`src/core/hior_defs.vh`:
```
// Behaviour
// - sixteen 4 KB segments of the 64KB I/O space, segments 1 to 15 each mapped to any bus
// - an access inside a bus's assigned range goes to that bus
// - segment 0 always goes to the compatibility bus
// - segment-to-bus map comes from a software programmed range register
// - an unclaimed forwarded access that is not posted times out and is terminated
// - with aliasing on, expansion ranges inside segment 0 (0400h-0FFFh) route as 0100h-03FFh of segment 0
// - aliasing affects routing only; original address goes to the bus
// - one aliasing enable bit turns expansion aliasing on or off
// - writes are posted by default, subject to the posting enable
// - writes to 0020h-0021h, 0060h-0064h, 0070h are deferred
// - writes to 0092h, 00A0h-00A1h, 00F0h deferred even when posting enabled
// - ordinary I/O reads and writes are claimed and forwarded as PCI I/O
// - port 0CF8h, and 0CFCh when enable bit 31 is set, are configuration accesses; both ports never posted
// - configuration space for the controller and each bridge bus
// - configuration space chosen by bus number plus device number
// - bus 0: controller 10h, 11h reserved, bridge buses 12h to 15h
// - bus 0 devices 0 to 15 go to the compatibility bus
// - bus 0 device 31, function all ones, register 0 write makes special cycle
// - compatibility bus is bridge 0 bus A, index 0
`ifndef HIOR_DEFS_VH
`define HIOR_DEFS_VH
`define HIOR_SEG_MSB 15
`define HIOR_SEG_LSB 12
`define HIOR_COMPAT_BUS 2'h0
`define HIOR_CFG_ADDR_PORT 16'h0CF8
`define HIOR_CFG_DATA_PORT 16'h0CFC
`define HIOR_ALIAS_LO 10'h100
`define HIOR_ALIAS_HI 10'h3FF
`define HIOR_PIC_M_LO 16'h0020
`define HIOR_PIC_M_HI 16'h0021
`define HIOR_KBC_LO 16'h0060
`define HIOR_KBC_HI 16'h0064
`define HIOR_NMI_PORT 16'h0070
`define HIOR_A20_PORT 16'h0092
`define HIOR_PIC_S_LO 16'h00A0
`define HIOR_PIC_S_HI 16'h00A1
`define HIOR_FERR_PORT 16'h00F0
`define HIOR_DEV_CTRL 5'h10
`define HIOR_DEV_RSVD 5'h11
`define HIOR_DEV_BR_LO 5'h12
`define HIOR_DEV_BR_HI 5'h15
`define HIOR_DEV_COMPAT_MAX 5'h0F
`define HIOR_DEV_SPECIAL 5'h1F
`define HIOR_TIMEOUT_NS 2560
`define HIOR_CLK_NS 10
`define HIOR_TIMEOUT_CYC (`HIOR_TIMEOUT_NS / `HIOR_CLK_NS)
`define HIOR_CFG_EN_BIT 31
`define HIOR_DST_CTRL 3'h4
`define HIOR_DST_NONE 3'h7
`endif

```
`src/core/hior_router.v`:
```
`timescale 1ns/1ps
`include "hior_defs.vh"
module hior_router #(
   parameter TIMEOUT_CYC = `HIOR_TIMEOUT_CYC
) (
   input wire CLK_SYS,
   input wire RST_N,
   // software controls
   input wire [63:0] IO_RANGE_MAP,
   input wire ALIAS_EN,
   input wire POST_EN,
   // host request
   input wire REQ_VALID,
   input wire REQ_WRITE,
   input wire [15:0] REQ_ADDR,
   input wire [31:0] REQ_WDATA,
   output wire REQ_READY,
   // host completion
   output reg RSP_VALID,
   output reg RSP_POSTED,
   output reg RSP_TIMEOUT,
   output reg [31:0] RSP_RDATA,
   // bridge side
   output reg PCI_VALID,
   output reg [1:0] PCI_BUS,
   output reg PCI_WRITE,
   output reg PCI_CONFIG,
   output reg PCI_SPECIAL,
   output reg [31:0] PCI_ADDR,
   output reg [31:0] PCI_WDATA,
   input wire PCI_CLAIM,
   input wire PCI_DONE,
   input wire [31:0] PCI_RDATA,
   // controller's own configuration space
   output reg CTRL_CFG_VALID,
   output reg CTRL_CFG_WRITE,
   output reg [7:0] CTRL_CFG_REG,
   output reg [31:0] CTRL_CFG_WDATA,
   input wire CTRL_CFG_DONE,
   input wire [31:0] CTRL_CFG_RDATA,
   output reg [31:0] CFG_ADDR_OUT
);
   localparam ST_IDLE = 3'b001;
   localparam ST_WAIT = 3'b010;
   localparam ST_CTRL = 3'b100;
   localparam TW = 16;

   reg [2:0] state_reg;
   reg [2:0] state_next;
   reg [TW-1:0] tmo_reg;
   reg [31:0] cfg_addr_reg;

   // routing decode
   wire [9:0] low10 = REQ_ADDR[9:0];
   wire expand = (REQ_ADDR[`HIOR_SEG_MSB:`HIOR_SEG_LSB] == 4'h0) && (REQ_ADDR[15:10] != 6'h00)
      && (low10 >= `HIOR_ALIAS_LO) && (low10 <= `HIOR_ALIAS_HI);
   wire [15:0] route_addr = (ALIAS_EN && expand) ? {6'h00, low10} : REQ_ADDR;
   wire [3:0] seg = route_addr[`HIOR_SEG_MSB:`HIOR_SEG_LSB];
   // one bus entry per segment, segment 0 pinned
   wire [1:0] seg_tab [0:15];
   genvar gi;
   generate
      for (gi = 0; gi < 16; gi = gi + 1) begin : g_seg
         if (gi == 0) begin : g_compat
            assign seg_tab[gi] = `HIOR_COMPAT_BUS;
         end else begin : g_map
            assign seg_tab[gi] = IO_RANGE_MAP[gi*4 +: 2];
         end
      end
   endgenerate
   wire [1:0] seg_bus = seg_tab[seg];

   // configuration ports
   wire is_cfg_addr = (REQ_ADDR == `HIOR_CFG_ADDR_PORT);
   wire is_cfg_data = (REQ_ADDR == `HIOR_CFG_DATA_PORT) && cfg_addr_reg[`HIOR_CFG_EN_BIT];
   wire [7:0] cfg_bus = cfg_addr_reg[23:16];
   wire [4:0] cfg_dev = cfg_addr_reg[15:11];
   wire [2:0] cfg_fn = cfg_addr_reg[10:8];
   wire [7:0] cfg_regn = cfg_addr_reg[7:0];

   // configuration destination
   reg [2:0] cfg_dst;
   reg cfg_special;
   always @* begin
      cfg_dst = `HIOR_DST_NONE;
      cfg_special = 1'b0;
      if (cfg_bus != 8'h00) begin
         cfg_dst = 3'h0;
      end else if (cfg_dev <= `HIOR_DEV_COMPAT_MAX) begin
         cfg_dst = {1'b0, `HIOR_COMPAT_BUS};
      end else if (cfg_dev == `HIOR_DEV_CTRL) begin
         cfg_dst = `HIOR_DST_CTRL;
      end else if (cfg_dev >= `HIOR_DEV_BR_LO && cfg_dev <= `HIOR_DEV_BR_HI) begin
         cfg_dst = {1'b0, cfg_dev[1:0] - 2'h2};
      end else if (cfg_dev == `HIOR_DEV_SPECIAL && REQ_WRITE && cfg_fn == 3'h7 && cfg_regn == 8'h00) begin
         cfg_dst = {1'b0, `HIOR_COMPAT_BUS};
         cfg_special = 1'b1;
      end
   end

   // posting decision
   // restricted ports, one address range per entry
   localparam NRNG = 6;
   wire [16*NRNG-1:0] rng_lo = {`HIOR_FERR_PORT, `HIOR_PIC_S_LO, `HIOR_A20_PORT, `HIOR_NMI_PORT, `HIOR_KBC_LO,
      `HIOR_PIC_M_LO};
   wire [16*NRNG-1:0] rng_hi = {`HIOR_FERR_PORT, `HIOR_PIC_S_HI, `HIOR_A20_PORT, `HIOR_NMI_PORT, `HIOR_KBC_HI,
      `HIOR_PIC_M_HI};
   wire [NRNG-1:0] rng_hit;
   generate
      for (gi = 0; gi < NRNG; gi = gi + 1) begin : g_rng
         assign rng_hit[gi] = (REQ_ADDR >= rng_lo[gi*16 +: 16]) && (REQ_ADDR <= rng_hi[gi*16 +: 16]);
      end
   endgenerate
   wire no_post_legacy = |rng_hit[2:0];
   wire no_post_more = |rng_hit[5:3];
   wire no_post = no_post_legacy || no_post_more || is_cfg_addr || (REQ_ADDR == `HIOR_CFG_DATA_PORT);
   wire post_ok = REQ_WRITE && POST_EN && !no_post;

   assign REQ_READY = (state_reg == ST_IDLE);
   wire take = REQ_VALID && REQ_READY;

   always @* begin
      state_next = state_reg;
      case (state_reg)
         ST_IDLE: begin
            if (take && !is_cfg_addr) begin
               if (is_cfg_data && cfg_dst == `HIOR_DST_CTRL) begin
                  state_next = ST_CTRL;
               end else if (!(is_cfg_data && cfg_dst == `HIOR_DST_NONE) && !post_ok) begin
                  state_next = ST_WAIT;
               end
            end
         end
         ST_WAIT: begin
            if (PCI_DONE || tmo_reg == TIMEOUT_CYC[TW-1:0] - 16'h0001) begin
               state_next = ST_IDLE;
            end
         end
         ST_CTRL: begin
            if (CTRL_CFG_DONE) begin
               state_next = ST_IDLE;
            end
         end
         default: state_next = ST_IDLE;
      endcase
   end

   always @(posedge CLK_SYS) begin
      if (!RST_N) begin
         state_reg <= ST_IDLE;
         tmo_reg <= 16'h0000;
         cfg_addr_reg <= 32'h00000000;
         RSP_VALID <= 1'b0;
         RSP_POSTED <= 1'b0;
         RSP_TIMEOUT <= 1'b0;
         RSP_RDATA <= 32'h00000000;
         PCI_VALID <= 1'b0;
         PCI_BUS <= 2'h0;
         PCI_WRITE <= 1'b0;
         PCI_CONFIG <= 1'b0;
         PCI_SPECIAL <= 1'b0;
         PCI_ADDR <= 32'h00000000;
         PCI_WDATA <= 32'h00000000;
         CTRL_CFG_VALID <= 1'b0;
         CTRL_CFG_WRITE <= 1'b0;
         CTRL_CFG_REG <= 8'h00;
         CTRL_CFG_WDATA <= 32'h00000000;
         CFG_ADDR_OUT <= 32'h00000000;
      end else begin
         state_reg <= state_next;
         RSP_VALID <= 1'b0;
         RSP_POSTED <= 1'b0;
         RSP_TIMEOUT <= 1'b0;
         PCI_VALID <= 1'b0;
         CTRL_CFG_VALID <= 1'b0;
         CFG_ADDR_OUT <= cfg_addr_reg;
         case (state_reg)
            ST_IDLE: begin
               tmo_reg <= 16'h0000;
               if (take) begin
                  PCI_WRITE <= REQ_WRITE;
                  PCI_WDATA <= REQ_WDATA;
                  PCI_SPECIAL <= 1'b0;
                  if (is_cfg_addr) begin
                     if (REQ_WRITE) begin
                        cfg_addr_reg <= REQ_WDATA;
                     end
                     RSP_VALID <= 1'b1;
                     RSP_RDATA <= cfg_addr_reg;
                  end else if (is_cfg_data) begin
                     if (cfg_dst == `HIOR_DST_CTRL) begin
                        CTRL_CFG_VALID <= 1'b1;
                        CTRL_CFG_WRITE <= REQ_WRITE;
                        CTRL_CFG_REG <= cfg_regn;
                        CTRL_CFG_WDATA <= REQ_WDATA;
                     end else if (cfg_dst == `HIOR_DST_NONE) begin
                        RSP_VALID <= 1'b1;
                        RSP_RDATA <= 32'hFFFFFFFF;
                     end else begin
                        PCI_VALID <= 1'b1;
                        PCI_BUS <= cfg_dst[1:0];
                        PCI_CONFIG <= 1'b1;
                        PCI_SPECIAL <= cfg_special;
                        PCI_ADDR <= cfg_addr_reg;
                     end
                  end else begin
                     PCI_VALID <= 1'b1;
                     PCI_BUS <= seg_bus;
                     PCI_CONFIG <= 1'b0;
                     PCI_ADDR <= {16'h0000, REQ_ADDR};
                     if (post_ok) begin
                        RSP_VALID <= 1'b1;
                        RSP_POSTED <= 1'b1;
                     end
                  end
               end
            end
            ST_WAIT: begin
               if (!PCI_CLAIM) begin
                  tmo_reg <= tmo_reg + 16'h0001;
               end
               if (PCI_DONE) begin
                  RSP_VALID <= 1'b1;
                  RSP_RDATA <= PCI_RDATA;
               end else if (tmo_reg == TIMEOUT_CYC[TW-1:0] - 16'h0001) begin
                  RSP_VALID <= 1'b1;
                  RSP_TIMEOUT <= 1'b1;
                  RSP_RDATA <= 32'hFFFFFFFF;
               end
            end
            ST_CTRL: begin
               if (CTRL_CFG_DONE) begin
                  RSP_VALID <= 1'b1;
                  RSP_RDATA <= CTRL_CFG_RDATA;
               end
            end
            default: begin
               tmo_reg <= 16'h0000;
            end
         endcase
      end
   end
endmodule // hior_router

```
`config.mk`:
```
export PLATFORM = sky130hd
export DESIGN_NAME = hior_router
export DESIGN_NICKNAME = d
export VERILOG_FILES = /design/src/core/hior_router.v
export VERILOG_INCLUDE_DIRS = /design/src /design/src/core
export SDC_FILE = /design/constraint.sdc
export NUM_CORES = 1
export LEC_CHECK = 0
export ABC_AREA = 1
export BUFFER_PORTS_ARGS = -buffer_cell sky130_fd_sc_hd__buf_4
export CAP_MARGIN = 20
export CELL_PAD_IN_SITES_DETAIL_PLACEMENT = 1
export CELL_PAD_IN_SITES_GLOBAL_PLACEMENT = 1
export CORE_ASPECT_RATIO = 0.5
export CORE_MARGIN = 4
export CORE_UTILIZATION = 38
export CTS_BUF_LIST = sky130_fd_sc_hd__clkbuf_4
export CTS_CLUSTER_SIZE = 14
export DETAILED_ROUTE_END_ITERATION = 7
export MAX_ROUTING_LAYER = met4
export PLACE_DENSITY = 0.87
export SETUP_SLACK_MARGIN = 0.02
export SYNTH_ARGS = -nofsm -noshare
export SYNTH_HDL_FRONTEND = slang
export SYNTH_SLANG_ARGS = --single-unit
```
`constraint.sdc`:
```
create_clock -name CLK_SYS -period 2.79 [get_ports CLK_SYS]
set_clock_uncertainty 0.15 [all_clocks]
set_input_delay 0.279 -clock CLK_SYS [delete_from_list [all_inputs] [get_ports CLK_SYS]]
set_output_delay 0.279 -clock CLK_SYS [all_outputs]
set_load 0.005 [all_outputs]
```
==> results.cfg <==
[routing]
routedWlPerCell_um = 22.6
wl_um = 49400
viasPerCell = 5.42
num_vias = 11800
drt_first_iter_violations = 1130
dr.pass1.iters = 5
drc = 0
ant_nets = 0

[floorplanning]
rows = 41
die_area_sq_um = 28700
core_sq_um = 25300
io_pins = 365
start_util = 0.388
die_w_um = 236
die_height_um = 122

[timing]
hold_ws_ns = 0.0347
setup_viol = 0
setup_tns_ns = 0
final_max_slew_viol_count = 0
fin_crit_ns = 2.68
setup_ws_ns = 0.108
post-route-period-util = 0.961
slew-limit-headroom = 0.459
finalHoldViolCount = 0
worst-slew-pin-transition_ns = 0.811
fmax_ghz = 0.373
rsz0062_at_grt = false

[synth]
synth-async-reset-ratio = 0
synth-seq-cells = 229
synth_area_leaders = dfxtp_1, nor2_1, o21ai_0, nand2_1, nand3_1
yosys-top-cells-count = nor2_1, dfxtp_1, o21ai_0
syn_area_sq_um = 9840
ys_warn_count = 0
synth_top_area_frac = 0.466
syn-mean-instance-area_sq_um = 7.45
yosysMostFrequentCell = nor2_1
yosysUniqueCellTypes = 38
synth_ff_type = dfxtp_1
syn-num-nets = 1507
netlist.top_cell.by_area = dfxtp_1
syn_inst = 1321
synth_edf_count = 0
seq_area_frac_synth = 0.466

[clock_network]
cts.sinks = 229
cts_root_buf = clkbuf_4
clock_path_buffers = 3
clkLatencyLatePin_ns = 0.76
cts_buffers = 52
htree_num_levels = 2
tritoncts = yes
clk_pin_slew_ns = 0.10

[cells_and_area]
synthToLayoutAreaGrowth_pct = 49.7
nNetsFinal = 1978
drive_gt1_frac = 0.281
n_fill_cell = 3155
multi_input_area_sq_um = 4420
final_area_sq_um = 14700
register_area_sq_um = 4590
post_layout_nonfiller_instances = 2182

[power]
switchingPower_mw = 3.47
leakage_nw = 6.68
pwr-share-clk = 0.296
p_per_area_nw_per_um2 = 660
swShare = 0.357
p_int_mw = 6.25
ir_worst_vdd_uv = 301
p_comb_frac = 0.300
pwr-share-seq = 0.404

[placement]
place_inst = 1954
portBuffers = 329
dpl-instance-area_sq_um = 12700
gp_congestion = 0.930
pre_cts_slack_ns = 0.261
dp_hpwl_um = 30600

[global_route]
grt_max_degree = 137
grt_first_pass_wirelength_um = 74000
grt_overflow = 0
antenna_found_initial = 6
grt_usage = 0.338
first_global_vias = 12900

[worst_setup_path]
cp-start-kind = register
reg2reg_to = CTRL_CFG_WDATA[31]
cp.required_ns = 3.28
path_buf_inv = 3
path_cells = inv_2, nor2_1, nand3_1, inv_1, nand2_1, nand3_1, nand3_2, nor2_4, buf_12, nor2_1, a211oi_1
critPathMaxStageDelay_ns = 0.45
slowest_stage = dfxtp_1
critPathTopFamily = simple AND/OR/NAND/NOR gates
r2r_start = cfg_addr_reg[15]
endpoint_kind = register
rr_worst_depth = 11
crit_type = reg2reg
arrival_ns = 3.17
r2r_setup_slack_ns = 0.11
worstPathMaxFanout = 48

[hold_path]
min_path_cells = 7
min_to = PCI_BUS[1]
hold_path_class = in2reg
hold_start = IO_RANGE_MAP[37]

[run]
cap_violations = 0

[status]
outcome = completed
-- metrics by stage --
stage               utilization  power [mW]
floorplan                     -        5.17
global placement          0.502        6.32
detailed placement        0.502        6.45
CTS                       0.578        9.45
global route              0.581        10.2
finish                    0.581        9.72
-- worst reg2reg max path: cells and delay by family (launching register included) --
kind	cells	cell delay, ns
compound gates	1	0.34
buf+inv	3	0.49
flops	1	0.45
simple gates	7	1.13
-- cell usage in the layout (no fill, tap or decap), types with 11 or more instances in the layout --
| cell type | n |
|---|---|
| buf_4 | 363 |
| nor2_1 | 255 |
| dfxtp_1 | 228 |
| o21ai_0 | 165 |
| nand2_1 | 162 |
| dlygate4sd3_1 | 125 |
| inv_1 | 120 |
| nand3_1 | 93 |
| clkbuf_4 | 79 |
| a21oi_1 | 62 |
| a211oi_1 | 40 |
| a211oi_2 | 30 |
| clkinv_1 | 14 |
| o21ai_1 | 12 |
| nand3b_1 | 11 |
-- worst max-delay path by stage --
stage / start / end / depth (start not counted)
6_report: cfg_addr_reg[15] / CTRL_CFG_WDATA[31] / 11
3_3_place_gp: REQ_ADDR[12] / RSP_RDATA[28] / 12
2_1_floorplan: cfg_addr_reg[15] / PCI_ADDR[10] / 13
3_5_place_dp: REQ_ADDR[13] / PCI_ADDR[16] / 13
5_1_grt: REQ_ADDR[12] / RSP_RDATA[3] / 12
4_1_cts: REQ_ADDR[12] / RSP_RDATA[21] / 12
-- cell families (layout without fill, tap and decap cells) --
| kind of cell | after synthesis | in the layout | share of synthesized area |
|---|---|---|---|
| AO/OA/AOI/OAI | 319 | 319 | 0.198 |
| adder cells (fa/ha/maj) | 1 | 1 | 0.00127 |
| buffers and inverters | 211 | 722 | 0.0890 |
| flip-flops | 229 | 229 | 0.466 |
| other | 0 | 6 | 0 |
| AND/OR/NAND/NOR | 561 | 561 | 0.246 |
-- power groups by stage --
| stage | registers [mW] | logic (mW) | clock network, mW |
|---|---|---|---|
| after global placement | 3.94 | 2.38 | 0 |
| after CTS | 3.89 | 2.77 | 2.79 |
| final | 3.92 | 2.92 | 2.88 |
| after detailed placement | 3.96 | 2.49 | 0 |
| after global routing | 3.96 | 3.14 | 3.06 |
| after floorplan | 3.95 | 1.22 | 0 |
-- repair_timing --
action / 4_1_cts / 5_1_grt
resized for setup: 0 / 21
hold buffers: 125 / 0
buffers inserted: 0 / 3
hold endpoints to repair: 173 / 0
setup endpoints to repair: 0 / 46
-- layout make-up --
class                           count  share of cell area
Tap cell                          344              0.0292
Inverter                          133              0.0346
Antenna cell                        6             0.00102
Clock buffer                       79              0.0403
Timing Repair Buffer              495               0.279
Multi-Input combinational cell    881               0.300
Sequential cell                   229               0.311
Clock inverter                     15             0.00459
-- metal layers --
layer / share of wire / wire length, um / track usage
met3: 0.068 / 3360 / 0.0744
met4: 0.063 / 3120 / 0.199
met1: 0.38 / 18800 / 0.374
met5: 0 / 0 / -
met2: 0.49 / 24100 / 0.571
Power figures use the tool's default switching activity.
